**src/common/pprm_pkg.sv**
```systemverilog
/*
 * Shared constants for the port pin redirect mux: pin indices, redirect
 * field positions, variant field masks and reset values.
 * Assumes one flat pin vector ordered port 0, 2, 4, 12, 13.
 */
`default_nettype none

package pprm_pkg;

	localparam int NPINS = 18;

	typedef logic [4:0] pprm_pin_t;

	// flat pin vector positions
	localparam pprm_pin_t PIN_P00  = 5'h00;
	localparam pprm_pin_t PIN_P01  = 5'h01;
	localparam pprm_pin_t PIN_P02  = 5'h02;
	localparam pprm_pin_t PIN_P03  = 5'h03;
	localparam pprm_pin_t PIN_P04  = 5'h04;
	localparam pprm_pin_t PIN_P05  = 5'h05;
	localparam pprm_pin_t PIN_P06  = 5'h06;
	localparam pprm_pin_t PIN_P07  = 5'h07;
	localparam pprm_pin_t PIN_P20  = 5'h08;
	localparam pprm_pin_t PIN_P21  = 5'h09;
	localparam pprm_pin_t PIN_P22  = 5'h0A;
	localparam pprm_pin_t PIN_P23  = 5'h0B;
	localparam pprm_pin_t PIN_P40  = 5'h0C;
	localparam pprm_pin_t PIN_P41  = 5'h0D;
	localparam pprm_pin_t PIN_P121 = 5'h0E;
	localparam pprm_pin_t PIN_P122 = 5'h0F;
	localparam pprm_pin_t PIN_P125 = 5'h10;
	localparam pprm_pin_t PIN_P137 = 5'h11;
	localparam pprm_pin_t PIN_NONE = 5'h12;

	// ports 0, 2 and 4 carry an open-drain select
	localparam logic [17:0] OD_PRESENT = 18'h03FFF;

	localparam logic [17:0] LATCH_RST = 18'h00000;
	localparam logic [7:0]  REDIR_RST = 8'h00;

	localparam int REDIR_A = 0;
	localparam int REDIR_B = 1;
	localparam int REDIR_C = 2;
	localparam int REDIR_D = 3;

	// field positions (low bit of each field)
	localparam int T0_LOC  = 0;
	localparam int T1_LOC  = 2;
	localparam int T2_LOC  = 4;
	localparam int T3_LOC  = 6;
	localparam int S0_LOC  = 0;
	localparam int S1_LOC  = 2;
	localparam int I2C_LOC = 4;
	localparam int INT6_LOC = 6;
	localparam int BUZ_LOC = 0;
	localparam int CMP0_LOC = 2;

	localparam logic [1:0] LOC_PROHIBITED = 2'h3;

	// implemented redirect bits per package variant
	localparam logic [31:0] MASK_V8  = 32'h04000005;
	localparam logic [31:0] MASK_V10 = 32'h0500000D;
	localparam logic [31:0] MASK_V16 = 32'h175E177D;
	localparam logic [31:0] MASK_V20 = 32'h3FFF1FFF;

	typedef enum logic [1:0] {
		PPRM_RMW_AND,
		PPRM_RMW_OR,
		PPRM_RMW_XOR
	} pprm_rmw_op_t;

endpackage

`default_nettype wire

```
**src/design/pprm_pin_cell.sv**
```systemverilog
/*
 * One pin's output combiner and buffer enable.
 * Assumes the caller already ties missing serial terms to 1 and missing
 * non-serial terms to 0.
 */
`timescale 1ns/1ns
`default_nettype none

module pprm_pin_cell #(
	parameter bit HAS_OD = 1'b1
) (
	// port side
	input  wire logic port_latch,
	input  wire logic dir_input,
	input  wire logic analog_sel,
	input  wire logic open_drain,
	// alternate functions
	input  wire logic ser_and,
	input  wire logic alt_or,
	// pin
	output logic      pin_out,
	output logic      pin_oe
);

	logic drive_val;
	logic od_eff;
	logic buf_on;

	assign drive_val = (port_latch & ser_and) | alt_or;
	assign od_eff    = HAS_OD ? open_drain : 1'b0;
	// analog use or input mode keeps the buffer off
	assign buf_on    = ~dir_input & ~analog_sel;
	assign pin_out   = drive_val;
	// open drain only pulls low
	assign pin_oe    = buf_on & (~od_eff | ~drive_val);

endmodule

`default_nettype wire

```
**src/design/pprm_top.sv**
```systemverilog
/*
 * Port latches, read/write/read-modify-write paths, redirect controls and
 * pin routing of the alternate functions.
 * Assumes peripherals present their drive levels on this clock and that
 * pins arrive asynchronously.
 */
`timescale 1ns/1ns
`default_nettype none

module pprm_top #(
	parameter int VARIANT = 20
) (
	// clock and reset
	input  wire logic                   sys_clk,
	input  wire logic                   arst_n,
	// cpu port access
	input  wire logic                   cpu_wr,
	input  wire logic                   cpu_rmw,
	input  wire logic                   cpu_rd,
	input  wire pprm_pkg::pprm_rmw_op_t cpu_rmw_op,
	input  wire logic [17:0]            cpu_mask,
	input  wire logic [17:0]            cpu_wdata,
	output logic [17:0]                 cpu_rd_data,
	output logic [17:0]                 port_latch,
	// port mode
	input  wire logic [17:0]            port_dir_in,
	input  wire logic [17:0]            open_drain_select,
	input  wire logic [7:0]             analog_select_port0,
	input  wire logic [3:0]             analog_select_port2,
	// redirect controls
	input  wire logic [3:0]             redir_wr,
	input  wire logic [7:0]             redir_wdata,
	output logic [7:0]                  redirect_ctrl_a,
	output logic [7:0]                  redirect_ctrl_b,
	output logic [7:0]                  redirect_ctrl_c,
	output logic [7:0]                  redirect_ctrl_d,
	// pins
	input  wire logic [17:0]            pin_in,
	output logic [17:0]                 pin_out,
	output logic [17:0]                 pin_oe,
	// serial unit drive levels
	input  wire logic                   serial0_clock_drv,
	input  wire logic                   serial0_sda_drv,
	input  wire logic                   serial0_data_out,
	input  wire logic                   serial1_clock_drv,
	input  wire logic                   serial1_i2c_clock,
	input  wire logic                   serial1_i2c_data_drv,
	input  wire logic                   serial1_data_out,
	// other alternate drive levels
	input  wire logic                   timer0_output,
	input  wire logic                   timer1_io_drv,
	input  wire logic                   timer2_io_drv,
	input  wire logic                   timer3_output,
	input  wire logic                   i2c_clock_line_drv,
	input  wire logic                   i2c_data_line_drv,
	input  wire logic                   clock_buzzer_out,
	input  wire logic                   comparator0_out,
	// sensed pin levels to peripherals
	output logic                        serial0_clock_sense,
	output logic                        serial0_data_in,
	output logic                        serial1_clock_sense,
	output logic                        serial1_data_in,
	output logic                        serial1_i2c_data_sense,
	output logic                        timer0_input,
	output logic                        timer1_io_sense,
	output logic                        timer2_io_sense,
	output logic                        timer3_input,
	output logic                        i2c_clock_line_sense,
	output logic                        i2c_data_line_sense,
	output logic                        ext_interrupt6
);

	localparam int NP = pprm_pkg::NPINS;
	localparam bit HAS_BIG = (VARIANT >= 16);

	typedef struct packed {
		logic [NP-1:0]   latch;
		logic [3:0][7:0] redir;
		logic [NP-1:0]   sync1;
		logic [NP-1:0]   sync2;
		logic [NP-1:0]   rd_data;
	} pprm_state_t;

	pprm_state_t st_q;
	pprm_state_t st_d;

	function automatic logic [31:0] variant_mask(input int v);
		if (v == 8)
			return pprm_pkg::MASK_V8;
		else if (v == 10)
			return pprm_pkg::MASK_V10;
		else if (v == 16)
			return pprm_pkg::MASK_V16;
		return pprm_pkg::MASK_V20;
	endfunction

	localparam logic [31:0] REDIR_MASK = variant_mask(VARIANT);

	// prohibited code leaves the function unrouted
	function automatic pprm_pkg::pprm_pin_t loc3(input logic [1:0] code, input pprm_pkg::pprm_pin_t p0,
		input pprm_pkg::pprm_pin_t p1, input pprm_pkg::pprm_pin_t p2);
		case (code)
			2'h0: return p0;
			2'h1: return p1;
			2'h2: return p2;
			default: return pprm_pkg::PIN_NONE;
		endcase
	endfunction

	function automatic pprm_pkg::pprm_pin_t loc4(input logic [1:0] code, input pprm_pkg::pprm_pin_t p0,
		input pprm_pkg::pprm_pin_t p1, input pprm_pkg::pprm_pin_t p2, input pprm_pkg::pprm_pin_t p3);
		return (code == pprm_pkg::LOC_PROHIBITED) ? p3 : loc3(code, p0, p1, p2);
	endfunction

	function automatic logic [NP-1:0] onehot(input pprm_pkg::pprm_pin_t p);
		return (p < pprm_pkg::PIN_NONE) ? (18'h00001 << p) : 18'h00000;
	endfunction

	function automatic logic pick(input logic [NP-1:0] v, input pprm_pkg::pprm_pin_t p);
		return |(v & onehot(p));
	endfunction

	// function absent on this variant: no pin at all
	function automatic pprm_pkg::pprm_pin_t gate(input bit present, input pprm_pkg::pprm_pin_t p);
		return present ? p : pprm_pkg::PIN_NONE;
	endfunction

	logic [7:0]    ra, rb, rc, rd;
	logic [NP-1:0] analog_mask;
	logic [NP-1:0] pin_level;
	logic [NP-1:0] rd_val;
	logic [NP-1:0] rmw_res;
	logic [NP-1:0] ser_and;
	logic [NP-1:0] alt_or;

	pprm_pkg::pprm_pin_t t0i_pin, t0o_pin, t1_pin, t2_pin, t3i_pin, t3o_pin;
	pprm_pkg::pprm_pin_t s0c_pin, s0d_pin, s0o_pin;
	pprm_pkg::pprm_pin_t s1c_pin, s1l_pin, s1i_pin, s1a_pin, s1o_pin;
	pprm_pkg::pprm_pin_t icl_pin, ida_pin, int6_pin, buz_pin, cmp_pin;

	assign ra = st_q.redir[pprm_pkg::REDIR_A];
	assign rb = st_q.redir[pprm_pkg::REDIR_B];
	assign rc = st_q.redir[pprm_pkg::REDIR_C];
	assign rd = st_q.redir[pprm_pkg::REDIR_D];

	// P00 has no analog path; ports 4, 12, 13 are digital only
	assign analog_mask = {6'h00, analog_select_port2, analog_select_port0[7:1], 1'b0};
	assign pin_level   = st_q.sync2 & ~analog_mask;

	// timers
	assign t0i_pin = loc3(ra[pprm_pkg::T0_LOC +: 2], pprm_pkg::PIN_P137, pprm_pkg::PIN_P03,
		pprm_pkg::PIN_P20);
	assign t0o_pin = loc3(ra[pprm_pkg::T0_LOC +: 2], pprm_pkg::PIN_P03, pprm_pkg::PIN_P03,
		pprm_pkg::PIN_P21);
	assign t1_pin  = loc3(ra[pprm_pkg::T1_LOC +: 2], pprm_pkg::PIN_P04, pprm_pkg::PIN_P40,
		pprm_pkg::PIN_P02);
	assign t2_pin  = gate(HAS_BIG, loc3(ra[pprm_pkg::T2_LOC +: 2], pprm_pkg::PIN_P05, pprm_pkg::PIN_P01,
		pprm_pkg::PIN_P41));
	assign t3i_pin = gate(HAS_BIG, loc3(ra[pprm_pkg::T3_LOC +: 2], pprm_pkg::PIN_P41, pprm_pkg::PIN_P41,
		pprm_pkg::PIN_P20));
	assign t3o_pin = gate(HAS_BIG, loc3(ra[pprm_pkg::T3_LOC +: 2], pprm_pkg::PIN_P41, pprm_pkg::PIN_P07,
		pprm_pkg::PIN_P20));

	// serial channel 0
	assign s0c_pin = loc3(rb[pprm_pkg::S0_LOC +: 2], pprm_pkg::PIN_P02, pprm_pkg::PIN_P06,
		pprm_pkg::PIN_P05);
	assign s0d_pin = loc3(rb[pprm_pkg::S0_LOC +: 2], pprm_pkg::PIN_P01, pprm_pkg::PIN_P05,
		pprm_pkg::PIN_P04);
	assign s0o_pin = loc3(rb[pprm_pkg::S0_LOC +: 2], pprm_pkg::PIN_P00, pprm_pkg::PIN_P04,
		pprm_pkg::PIN_P03);

	// serial channel 1, code 11 splits clock and data lines
	assign s1c_pin = gate(HAS_BIG, loc4(rb[pprm_pkg::S1_LOC +: 2], pprm_pkg::PIN_P07, pprm_pkg::PIN_P00,
		pprm_pkg::PIN_P20, pprm_pkg::PIN_P07));
	assign s1l_pin = gate(HAS_BIG, loc4(rb[pprm_pkg::S1_LOC +: 2], pprm_pkg::PIN_P07, pprm_pkg::PIN_P00,
		pprm_pkg::PIN_P20, pprm_pkg::PIN_P23));
	assign s1i_pin = gate(HAS_BIG, loc4(rb[pprm_pkg::S1_LOC +: 2], pprm_pkg::PIN_P06, pprm_pkg::PIN_P01,
		pprm_pkg::PIN_P125, pprm_pkg::PIN_P06));
	assign s1a_pin = gate(HAS_BIG, loc4(rb[pprm_pkg::S1_LOC +: 2], pprm_pkg::PIN_P06, pprm_pkg::PIN_P01,
		pprm_pkg::PIN_P41, pprm_pkg::PIN_P22));
	assign s1o_pin = gate(HAS_BIG, loc4(rb[pprm_pkg::S1_LOC +: 2], pprm_pkg::PIN_P05, pprm_pkg::PIN_P02,
		pprm_pkg::PIN_P41, pprm_pkg::PIN_P05));

	// i2c unit, interrupt 6, buzzer, comparator
	assign icl_pin  = gate(HAS_BIG, rb[pprm_pkg::I2C_LOC] ? pprm_pkg::PIN_P00 : pprm_pkg::PIN_P06);
	assign ida_pin  = gate(HAS_BIG, rb[pprm_pkg::I2C_LOC] ? pprm_pkg::PIN_P01 : pprm_pkg::PIN_P07);
	assign int6_pin = loc3(rc[pprm_pkg::INT6_LOC +: 2], pprm_pkg::PIN_P00, pprm_pkg::PIN_P05,
		pprm_pkg::PIN_P23);
	assign buz_pin  = loc3(rd[pprm_pkg::BUZ_LOC +: 2], pprm_pkg::PIN_P02, pprm_pkg::PIN_P40,
		pprm_pkg::PIN_P06);
	assign cmp_pin  = rd[pprm_pkg::CMP0_LOC] ? pprm_pkg::PIN_P125 :
		((VARIANT == 8) ? pprm_pkg::PIN_P40 : pprm_pkg::PIN_P02);

	// pins without a serial output see 1, without another output see 0
	assign ser_and = ~(({NP{~serial0_clock_drv}} & onehot(s0c_pin))
		| ({NP{~serial0_sda_drv}} & onehot(s0d_pin))
		| ({NP{~serial0_data_out}} & onehot(s0o_pin))
		| ({NP{~serial1_clock_drv}} & onehot(s1c_pin))
		| ({NP{~serial1_i2c_clock}} & onehot(s1l_pin))
		| ({NP{~serial1_i2c_data_drv}} & onehot(s1a_pin))
		| ({NP{~serial1_data_out}} & onehot(s1o_pin)));
	assign alt_or = ({NP{timer0_output}} & onehot(t0o_pin))
		| ({NP{timer1_io_drv}} & onehot(t1_pin))
		| ({NP{timer2_io_drv}} & onehot(t2_pin))
		| ({NP{timer3_output}} & onehot(t3o_pin))
		| ({NP{i2c_clock_line_drv}} & onehot(icl_pin))
		| ({NP{i2c_data_line_drv}} & onehot(ida_pin))
		| ({NP{clock_buzzer_out}} & onehot(buz_pin))
		| ({NP{comparator0_out}} & onehot(cmp_pin));

	// sensed levels; an unrouted function sees low
	assign serial0_clock_sense    = pick(pin_level, s0c_pin);
	assign serial0_data_in        = pick(pin_level, s0d_pin);
	assign serial1_clock_sense    = pick(pin_level, s1c_pin);
	assign serial1_data_in        = pick(pin_level, s1i_pin);
	assign serial1_i2c_data_sense = pick(pin_level, s1a_pin);
	assign timer0_input           = pick(pin_level, t0i_pin);
	assign timer1_io_sense        = pick(pin_level, t1_pin);
	assign timer2_io_sense        = pick(pin_level, t2_pin);
	assign timer3_input           = pick(pin_level, t3i_pin);
	assign i2c_clock_line_sense   = pick(pin_level, icl_pin);
	assign i2c_data_line_sense    = pick(pin_level, ida_pin);
	assign ext_interrupt6         = pick(pin_level, int6_pin);

	// input bits read the pin, output bits read the latch
	assign rd_val = (port_dir_in & pin_level) | (~port_dir_in & st_q.latch);

	always_comb begin
		unique case (cpu_rmw_op)
			pprm_pkg::PPRM_RMW_AND: rmw_res = rd_val & cpu_wdata;
			pprm_pkg::PPRM_RMW_OR:  rmw_res = rd_val | cpu_wdata;
			pprm_pkg::PPRM_RMW_XOR: rmw_res = rd_val ^ cpu_wdata;
			default:                rmw_res = rd_val;
		endcase
	end

	always_comb begin
		st_d = st_q;
		st_d.sync1 = pin_in;
		st_d.sync2 = st_q.sync1;
		// a plain write wins over a read-modify-write in the same cycle
		if (cpu_wr) begin
			st_d.latch = (st_q.latch & ~cpu_mask) | (cpu_wdata & cpu_mask);
		end else if (cpu_rmw) begin
			st_d.latch = (st_q.latch & ~cpu_mask) | (rmw_res & cpu_mask);
		end
		if (cpu_rd) begin
			st_d.rd_data = rd_val;
		end
		// unimplemented bits are forced to their reset value
		for (int k = 0; k < 4; k++) begin
			if (redir_wr[k]) begin
				st_d.redir[k] = redir_wdata & REDIR_MASK[k*8 +: 8];
			end
		end
	end

	always_ff @(posedge sys_clk or negedge arst_n) begin
		if (!arst_n) begin
			st_q.latch   <= pprm_pkg::LATCH_RST;
			st_q.redir   <= {4{pprm_pkg::REDIR_RST}};
			st_q.sync1   <= 18'h00000;
			st_q.sync2   <= 18'h00000;
			st_q.rd_data <= 18'h00000;
		end else begin
			st_q <= st_d;
		end
	end

	assign port_latch      = st_q.latch;
	assign cpu_rd_data     = st_q.rd_data;
	assign redirect_ctrl_a = ra;
	assign redirect_ctrl_b = rb;
	assign redirect_ctrl_c = rc;
	assign redirect_ctrl_d = rd;

	for (genvar i = 0; i < NP; i++) begin : g_pin
		pprm_pin_cell #(
			.HAS_OD (pprm_pkg::OD_PRESENT[i])
		) u_cell (
			.port_latch (st_q.latch[i]),
			.dir_input  (port_dir_in[i]),
			.analog_sel (analog_mask[i]),
			.open_drain (open_drain_select[i]),
			.ser_and    (ser_and[i]),
			.alt_or     (alt_or[i]),
			.pin_out    (pin_out[i]),
			.pin_oe     (pin_oe[i])
		);
	end
endmodule

`default_nettype wire

```
**config.mk**
```make
export PLATFORM = sky130hd
export DESIGN_NAME = pprm_top
export DESIGN_NICKNAME = d
export VERILOG_FILES = /design/src/common/pprm_pkg.sv /design/src/design/pprm_pin_cell.sv /design/src/design/pprm_top.sv
export SDC_FILE = /design/constraint.sdc
export NUM_CORES = 1
export LEC_CHECK = 0
export BUFFER_PORTS_ARGS = -buffer_cell sky130_fd_sc_hd__buf_2
export CAP_MARGIN = 20
export CORE_ASPECT_RATIO = 0.75
export CORE_MARGIN = 2
export CORE_UTILIZATION = 33
export DETAILED_ROUTE_END_ITERATION = 12
export PLACE_DENSITY_LB_ADDON = 0.15
export SLEW_MARGIN = 20
export SYNTH_ARGS = -nofsm -noshare
export SYNTH_HDL_FRONTEND = slang
export SYNTH_HIERARCHICAL = 1
export SYNTH_SLANG_ARGS = --single-unit
export TNS_END_PERCENT = 100
```
**constraint.sdc**
```tcl
create_clock -name sys_clk -period 2.82 [get_ports sys_clk]
set_input_delay 0 -clock sys_clk [delete_from_list [all_inputs] [get_ports sys_clk]]
set_output_delay 0 -clock sys_clk [all_outputs]
set_load 0.01 [all_outputs]
```
Yosys cells after proc, flatten, opt, wreduce, memory -nomap -nowiden
Index checks and enable logic that the tools add are counted.
{ "classes": {"addsub": 0, "n_mul": 0, "n_div": 0, "magnitude_cmp": 19, "n_eq_ne": 19, "shift": 19, "mux": 45, "bitwise": 195, "n_reduce_logical": 24} }
{ "ops": {"columns": ["operator", "count"], "rows": [
  ["$and A18 B18 Y18", 34],
  ["$mux W18", 21],
  ["$or A18 B18 Y18", 17],
  ["$shl A1 B5 Y18 const A", 17],
  ["$reduce_or A18 Y1", 12],
  ["$pmux W5 S3", 13],
  ["$lt A5 B5 Y1 const B", 17],
  ["$not A1 Y1", 64],
  ["$not A18 Y18", 3],
  ["$pmux W18 S3", 1],
  ["$and A1 B1 Y1", 43],
  ["$shl A1 B3 Y18 const A", 2],
  ["$or A1 B1 Y1", 32],
  ["$mux W5", 6],
  ["$eq A2 B2 Y1 const B", 10],
  ["$pmux W5 S2", 2],
  ["$eq A2 B1 Y1 const B", 9],
  ["$logic_not A2 Y1", 9],
  ["$not A12 Y18", 1],
  ["$xor A18 B18 Y18", 1],
  ["$lt A3 B5 Y1 const B", 2],
  ["$mux W3", 2],
  ["$reduce_or A2 Y1", 2],
  ["$reduce_bool A2 Y1", 1]
]} }
{ "totals": {"register_bits": 99, "latchBits": 0, "ramBits": 0, "mem_bits_ro": 0, "input_bits": 136, "out_inout_bits": 116, "elab_cells": 329, "memories": 0} }

Logic depth before layout (Yosys ltp)
Gate-level depths: netlist of run 1.
{ "depth": {"word_depth": 17, "ltp_mapped": 9, "ltp_nobuf": 8} }

Cells and area by module
The synthesis of run 1 kept the hierarchy.
{ "by_module_without_submodules": {"columns": ["mod", "n_inst", "cells_per_inst", "area_per_inst_um2", "seq_area_each_um2"], "rows": [
  ["pprm_top", 1, 678, 6487.5, 2477.4],
  ["pprm_pin_cell (g_pin[0].u_cell ...)", 14, 2, 20.0, 0.0],
  ["pprm_pin_cell (g_pin[14].u_cell ...)", 4, 2, 11.3, 0.0]
]} }

Least setup slack after synthesis of run 1
OpenSTA, ideal clock, no wires.
{ "synth_path": {"path_kind": "reg2out", "from": "register st_q (netlist bit redirect_ctrl_b[3])", "to": "output port pin_oe[6]", "arrival_ps": 1828, "slack_ps": 992, "path_stages_with_launch": 9, "n_path_buf": 1, "cell_sequence": "dfrtp_1 -> inv_1 -> ha_1 -> clkbuf_1 -> nor2b_1 -> nor3b_1 -> a211oi_1 -> a21o_1 -> a211oi_2"} }
{ "synth_between": {"elab_chain_len": 16, "elab_cells_between_ends": 37, "classes_between": "order compare: 4; eq/ne: 3; shift: 4; mux: 11; bitwise: 14; reduce/logical: 1"} }
{ "synth_rtl": {"columns": ["element", "line_no", "source"], "rows": [
  ["from (decl)", "pprm_top.sv:84", "pprm_state_t st_q;"],
  ["from (signal assigned)", "pprm_top.sv:266", "st_q <= st_d;"],
  ["$eq A2 B2 Y1, or another cell as far along", "pprm_top.sv:102", "case (code)"],
  ["$pmux W5 S3", "pprm_top.sv:102", null],
  ["$mux W5", "pprm_top.sv:112", "return (code == pprm_pkg::LOC_PROHIBITED) ? p3 : loc3(code, p0, p1, p2);"],
  ["$lt A5 B5 Y1 / $shl A1 B5 Y18 (equally long branches)", "pprm_top.sv:116", "return (p < pprm_pkg::PIN_NONE) ? (18'h00001 << p) : 18'h00000;"],
  ["$mux W18", "pprm_top.sv:116", null],
  ["$and A18 B18 Y18", "pprm_top.sv:198", "| ({NP{~serial1_clock_drv}} & onehot(s1c_pin))"],
  ["$or A18 B18 Y18", "pprm_top.sv:198", null],
  ["$or A18 B18 Y18", "pprm_top.sv:199", "| ({NP{~serial1_i2c_clock}} & onehot(s1l_pin))"],
  ["[2 not listed]", null, null],
  ["$not A18 Y18 *", "pprm_top.sv:195", "assign ser_and = ~(({NP{~serial0_clock_drv}} & onehot(s0c_pin))"],
  ["via ser_and[6]", "pprm_top.sv:133", "logic [NP-1:0] ser_and;"],
  ["$and A1 B1 Y1 *", "pprm_pin_cell.sv:29", "assign drive_val = (port_latch & ser_and) | alt_or;"],
  ["$or A1 B1 Y1 *", "pprm_pin_cell.sv:29", null],
  ["via pin_out[6]", "pprm_top.sv:39", "output logic [17:0] pin_out,"],
  ["$not A1 Y1 *", "pprm_pin_cell.sv:35", "assign pin_oe = buf_on & (~od_eff | ~drive_val);"],
  ["$or A1 B1 Y1 *", "pprm_pin_cell.sv:35", null],
  ["$and A1 B1 Y1 *", "pprm_pin_cell.sv:35", null],
  ["to (decl)", "pprm_top.sv:40", "output logic [17:0] pin_oe,"]
]} }
Mark *: on every way through the listed nets, which the timed path passes. The rest lies on a longest branch.

Final worst setup path of run 1
{ "layout_path": {"from": "register st_q (netlist bit redirect_ctrl_b[3])", "to": "output port pin_oe[6]"} }
{ "layout_between": {"elab_chain_len": 16, "elab_cells_between_ends": 37, "classes_between": "order compare: 4; eq/ne: 3; shift: 4; mux: 11; bitwise: 14; reduce/logical: 1"} }
{ "layout_rtl": {"columns": ["element", "line_no", "source"], "rows": [
  ["$eq A2 B2 Y1, or another cell as far along", "pprm_top.sv:102", null],
  ["$pmux W5 S3", "pprm_top.sv:102", null],
  ["$mux W5", "pprm_top.sv:112", null],
  ["$lt A5 B5 Y1 / $shl A1 B5 Y18 (equally long branches)", "pprm_top.sv:116", null],
  ["$mux W18", "pprm_top.sv:116", null],
  ["$and A18 B18 Y18", "pprm_top.sv:198", null],
  ["$or A18 B18 Y18", "pprm_top.sv:198", null],
  ["$or A18 B18 Y18", "pprm_top.sv:199", null],
  ["$or A18 B18 Y18", "pprm_top.sv:200", "| ({NP{~serial1_i2c_data_drv}} & onehot(s1a_pin))"],
  ["$or A18 B18 Y18 *", "pprm_top.sv:201", "| ({NP{~serial1_data_out}} & onehot(s1o_pin)));"],
  ["$not A18 Y18 *", "pprm_top.sv:195", null],
  ["via ser_and[6]", "pprm_top.sv:133", null],
  ["$and A1 B1 Y1 *", "pprm_pin_cell.sv:29", null],
  ["$or A1 B1 Y1 *", "pprm_pin_cell.sv:29", null],
  ["$not A1 Y1 *", "pprm_pin_cell.sv:35", null],
  ["$or A1 B1 Y1 *", "pprm_pin_cell.sv:35", null],
  ["$and A1 B1 Y1 *", "pprm_pin_cell.sv:35", null]
]} }
Marks and branches as above.

==> results of run 1 <==
metal layers:
| metal | vias up | wire, um | GRT usage [%] |
|---|---|---|---|
| li1 | 2891 | - | - |
| met1 | 2845 | 11240 | 30.29 |
| met2 | 252 | 10220 | 33.21 |
| met3 | 18 | 1726 | 5.414 |
| met4 | 2 | 182 | 4.424 |
| met5 | - | 7 | 0 |
cells in the mapped netlist (all sizes together), types with 11 or more instances:
cell type,instances,area share (%)
a211oi,23,3.6
a21o,21,2.3
a21oi,49,4.1
a31oi,11,1.0
buf,79,8.7
clkbuf,14,0.77
dfrtp,99,36
ha,62,11
inv,70,3.9
mux2,19,3.1
mux2i,34,5.0
nand2,39,2.1
nor2,36,2.0
nor2b,21,1.9
o211ai,11,1.2
o21ai,46,3.4
area by class of cell:
| type | instances | area, um2 |
|---|---|---|
| clock buffers | 9 | 225.2 |
| clock inverters | 7 | 66.31 |
| inverters | 70 | 262.8 |
| diodes | 2 | 5.005 |
| well taps | 258 | 322.8 |
| fillers | 2064 | 11590 |
| multi-input cells | 465 | 3476 |
| repair buffers | 307 | 1843 |
| flip-flops and latches | 99 | 2477 |
power by group through the flow:
| stage | clock, mW | sequential (mW) | combinational (mW) |
|---|---|---|---|
| 2_1_floorplan | 0 | 1.67 | 0.829 |
| 3_3_place_gp | 0 | 1.73 | 1.21 |
| 3_5_place_dp | 0 | 1.73 | 1.22 |
| 4_1_cts | 1.30 | 1.70 | 1.29 |
| 5_1_grt | 1.36 | 1.72 | 1.41 |
| 6_report | 1.25 | 1.70 | 1.28 |
repair_timing:
| action | CTS | global route |
|---|---|---|
| setup endpoints to repair | 0 | 0 |
| hold buffers | 54 | 0 |
| hold endpoints to repair | 133 | 0 |
| buffers inserted | 0 | 0 |
worst min-delay path by stage:
stage          slack (ns)  cells after the start    startpoint                          to
2_1_floorplan       -0.30                      0        arst_n  asynchronous set/reset pin
3_3_place_gp         0.11                      1     pin_in[3]          st_d[21]$_DFF_PN0_
3_5_place_dp         0.11                      1     pin_in[3]          st_d[21]$_DFF_PN0_
4_1_cts              0.01                      4  cpu_wdata[1]                    register
5_1_grt              0.03                      4  cpu_wdata[1]                    register
6_report             0.02                      4  cpu_wdata[1]                    register
critical path: stages (launching register included):
cell and delay, ns:
dfrtp_1 0.46, inv_1 0.13, ha_1 0.32, nor2b_1 0.20, nor3b_1 0.14, a211oi_1 0.50, a21o_1 0.25, a211oi_2 0.08
buf_2 0.14
kinds of logic after synthesis:
logic type	count (synthesis)
AND/OR/NAND/NOR	125
buffers and inverters	163
adder cells (fa/ha/maj)	62
flip-flops	99
other	2
AO/OA/AOI/OAI	210
multiplexers	53
==> impl_metrics.tcl, run 1 <==
set metrics [dict create \
    muxShareOfSynthArea_pct 8.136 \
    grt_first_pass_wirelength_um 34580 \
    detail_route.iter0.violations 530 \
    synth_simple_gate_area_share_pct 8.871 \
    max_cap_violations 0 \
    async_reset_ff_share_pct 100.0 \
    fp.dieW_um 169.9 \
    hold_ws_ns 0.02238 \
    intPower_mw 2.733 \
    remaining_drc_errors 0 \
    clock_tree.root_cell "clkbuf_16" \
    synthesis.yosys.warnings 6 \
    fin_setup_tns_ns 0 \
    leading_cell_types_in_the_layout_fill_and_taps_excluded "buf_2, dfrtp_1, inv_1" \
    synth.ff_latch_count 99 \
    rows 45 \
    syn_avg_cell_area_um2 9.542 \
    layout.core_utilization_pct 42.81 \
    drt_wl_total_um 23370 \
    post_route_cells_drive_above_1_share_pct 32.71 \
    floorplan.initialDensity_pct 33.61 \
    clock_insertion_delay_worst_skew_ns 0.36 \
    placedInstanceArea_um2 7838 \
    number_of_vias_per_cell 4.937 \
    global_route.overflow_total 0 \
    tritoncts_buffers 9 \
    rsz0062_at_grt "false" \
    firstDrtPassIters 6 \
    critical_path.max_fanout 9 \
    worst-setup-path-type "reg -> out" \
    htreeDepth 3 \
    postLayoutCellArea_um2 8678 \
    post-place-cells 1145 \
    buffer_ports.inserted 241 \
    netlist_area_um2 6813 \
    vias 6008 \
    antenna_found_initial 3 \
    comb_power_share_pct 30.2 \
    reg2regPathDepth 7 \
    rrSetupSlack_ns 0.40 \
    pre_cts_ws_ns 0.7275 \
    report.final.slew_viol_count 0 \
    tritoncts "done" \
    most_frequent_standard_cell_in_the_layout_excluding_fill_and_tap_cells "buf_2" \
    synth-main-ff-cell "dfrtp_1" \
    pin_count_of_the_biggest_net_entering_global_routing 74 \
    synth_cells 714 \
    area_growth_syn_to_layout_pct 27.38 \
    skew_ns 0.01006 \
    largest_family_of_logic_cells_by_synthesized_area "compound AO/OA/AOI/OAI gates" \
    setup.worst_path.start_class "register" \
    timing.final.setup_violations 0 \
    clk_pin_slew_worst_paths_ns 0.08 \
    total_leakage_power_nw 4.394 \
    fin_total_pwr_mw 4.230 \
    run_status "completed" \
    cts_sinks 99 \
    finalWeightedCongestion 0.8904 \
    cts_max_path_buffers 2 \
    die_area_um2 21820 \
    netSwitchingPower_mw 1.497 \
    final.min_clock_period_ns 2.585 \
    critPathLaunch "redirect_ctrl_b[3]$_DFFE_PN0P_" \
    power_frac_seq_pct 40.1 \
    clock_power_share_pct 29.7 \
    fp.dieH_um 128.4 \
    required_ns 2.82 \
    crit_arrival_ns 2.58 \
    via_count_of_the_first_global_routing_pass 5796 \
    final_nets 1150 \
    ys_seq_area_share_pct 36.36 \
    timing.final.hold_violations 0 \
    slew_margin_rel_pct 33.89 \
    switching_share_pct 35.39 \
    grt_util_all_layers_pct 21.40 \
    synth_compound_area_share_pct 21.80 \
    average_wire_per_cell_in_the_routed_design_um 19.20 \
    synth_xor_area_share_pct 0 \
    finish.cell_count_without_fillers 1217 \
    setup.worst_path.end_class "output port" \
    hpwlAfterDp_um 18480 \
    cts_resized 0 \
    antenna_left 0 \
    final_min_period_over_clock_period_pct 91.67 \
    max_clock_freq_mhz 386.8 \
    synth_enable_flop_cells 0 \
    synth-adder-area-share_pct 11.39 \
    type_of_the_worst_min_delay_path "in -> reg" \
    boundaryPins 252 \
    critical_path.reg2reg.startpoint "st_q[29]$_DFF_PN0_" \
    core_region_area_um2 20270 \
    power.density_cell_area_nw_per_um2 487.4 \
    finalWorstSetupSlack_ns 0.2350 \
    synth.lib_cells_used.distinct 50 \
    power.ir.vdd_worst_v 0.0002604 \
    crit_path_capture "pin_oe[6]" \
    pin_slew_with_the_least_headroom_to_its_limit_ns 0.9917 \
]
(Power assumes the default switching activity.)
==> inputs of run 2 (changes only) <==
==> constraint.sdc (replaced) <==
create_clock -name sys_clk -period 2.82 [get_ports sys_clk]
set_input_delay 0.282 -clock sys_clk [delete_from_list [all_inputs] [get_ports sys_clk]]
set_output_delay 0.282 -clock sys_clk [all_outputs]
set_load 0.01 [all_outputs]
==> run 2 against run 1 <==
  * Die area unchanged
  * Routed wire length shrank 1.0%
  * Cell count decreased by 4.5%
  * Maximum frequency decreased by 3.3%
  * Non-clock buffer count fell by 53
  * Critical path depth is the same
  * Clock skew is 0.00080 ns higher
  * Sequential power about the same
  * Sequential share of layout area grew 1.9 points
  * Register-to-register slack improved by 0.28 ns
  * Global-route usage fell by 0.46 points
  * Highest routed layer unchanged
==> impl_metrics.tcl, run 2 (synthesized netlist as in run 1, its figures left out) <==
set metrics [dict create \
    core_region_area_um2 20270 \
    final_min_period_over_clock_period_pct 94.80 \
    power.ir.vdd_worst_v 0.0002552 \
    htreeDepth 3 \
    critPathSlowestCell "dfrtp_1" \
    post-place-cells 1145 \
    timing.hold.worst_endpoint "st_d[29]$_DFF_PN0_" \
    average_wire_per_cell_in_the_routed_design_um 19.91 \
    drt_wl_total_um 23130 \
    critical_path.reg2reg.startpoint "st_q[24]$_DFF_PN0_" \
    rsz0062_at_grt "false" \
    tritoncts "done" \
    finalWeightedCongestion 0.9409 \
    pin_count_of_the_biggest_net_entering_global_routing 54 \
    max_clock_freq_mhz 374.1 \
    critical_path.max_fanout 6 \
    via_count_of_the_first_global_routing_pass 5400 \
    finish.cell_count_without_fillers 1162 \
    timing.final.hold_violations 0 \
    total_leakage_power_nw 4.164 \
    slew_margin_rel_pct 33.89 \
    num_antenna_cells 0 \
    final_nets 1097 \
    detail_route.iter0.violations 545 \
    tritoncts_buffers 9 \
    grt_first_pass_wirelength_um 33510 \
    timing.hold.worst_path_depth 1 \
    remaining_drc_errors 0 \
    hold_path_startpoint "pin_in[11]" \
    ordered_cell_list_for_the_critical_path "inv_1 -> ha_1 -> nand2_1 -> o311ai_0 -> a311oi_1 -> a21o_1 -> a211oi_2 -> buf_2" \
    worst_path_largest_cell_delay_ns 0.44 \
    grt_util_all_layers_pct 20.94 \
    hpwlAfterDp_um 18420 \
    post_route_cells_drive_above_1_share_pct 34.73 \
    max_cap_violations 0 \
    crit_buf_inv 2 \
    clock_tree.root_cell "clkbuf_16" \
    die_area_um2 21820 \
    skew_ns 0.01086 \
    rrSetupSlack_ns 0.68 \
    fp.dieW_um 169.9 \
    cts_max_path_buffers 2 \
    final.min_clock_period_ns 2.673 \
    clk_pin_slew_worst_paths_ns 0.08 \
    type_of_the_worst_min_delay_path "in -> reg" \
    timing.final.setup_violations 0 \
    fin_setup_tns_ns 0 \
    report.final.slew_viol_count 0 \
    fp.dieH_um 128.4 \
    leading_cell_types_in_the_layout_fill_and_taps_excluded "buf_2, dfrtp_1, inv_1" \
    number_of_vias_per_cell 5.022 \
    firstDrtPassIters 5 \
    run_status "completed" \
    crit_arrival_ns 2.39 \
    cts_sinks 99 \
    rows 45 \
    cp_top_family "compound AO/OA/AOI/OAI gates" \
    required_ns 2.54 \
    floorplan.initialDensity_pct 33.61 \
    setup.worst_path.end_class "output port" \
    setup.worst_path.start_class "register" \
    most_frequent_standard_cell_in_the_layout_excluding_fill_and_tap_cells "buf_2" \
    vias 5836 \
    antenna_found_initial 2 \
    pre_cts_ws_ns 0.5112 \
    area_growth_syn_to_layout_pct 19.58 \
    antenna_left 0 \
    buffer_ports.inserted 241 \
    reg2regPathDepth 6 \
    clock_insertion_delay_worst_skew_ns 0.36 \
    finalWorstSetupSlack_ns 0.1467 \
    boundaryPins 252 \
    critical_path_depth 8 \
    pin_slew_with_the_least_headroom_to_its_limit_ns 0.9917 \
    global_route.overflow_total 0 \
    power.density_cell_area_nw_per_um2 508.9 \
    worst-setup-path-type "reg -> out" \
    fin_total_pwr_mw 4.146 \
]
[run 2: layout make-up]
type                       instances  area, um2
fill                            2097      12120
multi-input combinational        465       3478
timing repair buffer             254       1321
sequential                        99       2477
inverter                          70      262.8
clock buffer                       9      225.2
tap                              258      322.8
clock inverter                     7      58.81
[run 2: metal layers]
| metal | wire length [um] | share of wire, % | vias to the layer above | GRT usage (%) |
|---|---|---|---|---|
| li1 | - | - | 2787 | - |
| met1 | 11240 | 49 | 2763 | 30.26 |
| met3 | 1804 | 7.8 | 25 | 5.721 |
| met2 | 9784 | 42 | 257 | 31.19 |
| met5 | 27 | 0.12 | - | 0 |
| met4 | 271 | 1.2 | 4 | 4.726 |
[run 2: timing repair]
item | 4_1_cts | 5_1_grt
hold endpoints to repair | 24 | 0
resized for setup | 0 | 1
endpoints found under the setup margin | 0 | 5
hold buffers | 1 | 0
setup buffers | 0 | 0
[run 2: worst max-delay path by stage]
| stage | from | endpoint | slack [ns] |
|---|---|---|---|
| 2_1_floorplan | redirect_ctrl_b[3]$_DFFE_PN0P_ | pin_oe[6] | 0.71 |
| 3_3_place_gp | redirect_ctrl_b[2]$_DFFE_PN0P_ | pin_oe[3] | 0.51 |
| 3_5_place_dp | redirect_ctrl_b[2]$_DFFE_PN0P_ | pin_oe[3] | 0.51 |
| 4_1_cts | redirect_ctrl_b[2]$_DFFE_PN0P_ | pin_oe[3] | 0.12 |
| 5_1_grt | redirect_ctrl_b[2]$_DFFE_PN0P_ | pin_oe[3] | 0.01 |
| 6_report | redirect_ctrl_b[0]$_DFFE_PN0P_ | pin_oe[1] | 0.15 |
[run 2: worst register-to-register path, stage by stage (launching register included)]
cell	delay, ns
dfrtp_1	0.35
nor2b_1	0.53
mux2i_1	0.33
ha_1	0.37
mux2i_1	0.14
o211ai_1	0.10
o21a_1	0.22
[run 2: report_power, final]
| group | total (mW) | leakage [nW] | switching (mW) | internal (mW) |
|---|---|---|---|---|
| logic | 1.22 | 2.88 | 0.715 | 0.504 |
| registers | 1.70 | 1.16 | 0.145 | 1.55 |
| clock network | 1.23 | 0.133 | 0.615 | 0.612 |
[run 2: per-stage QoR]
| step | util [%] | hold slack (ns) | cell area (um2) |
|---|---|---|---|
| 6_report | 40.19 | 0.02336 | 8147 |
| 5_1_grt | 40.19 | 0.002462 | 8147 |
| 4_1_cts | 40.18 | 0.004997 | 8144 |
| 3_5_place_dp | 38.73 | 0.2386 | 7850 |
| 3_3_place_gp | 38.73 | 0.2389 | 7850 |
| 2_1_floorplan | - | -0.01359 | 6862 |
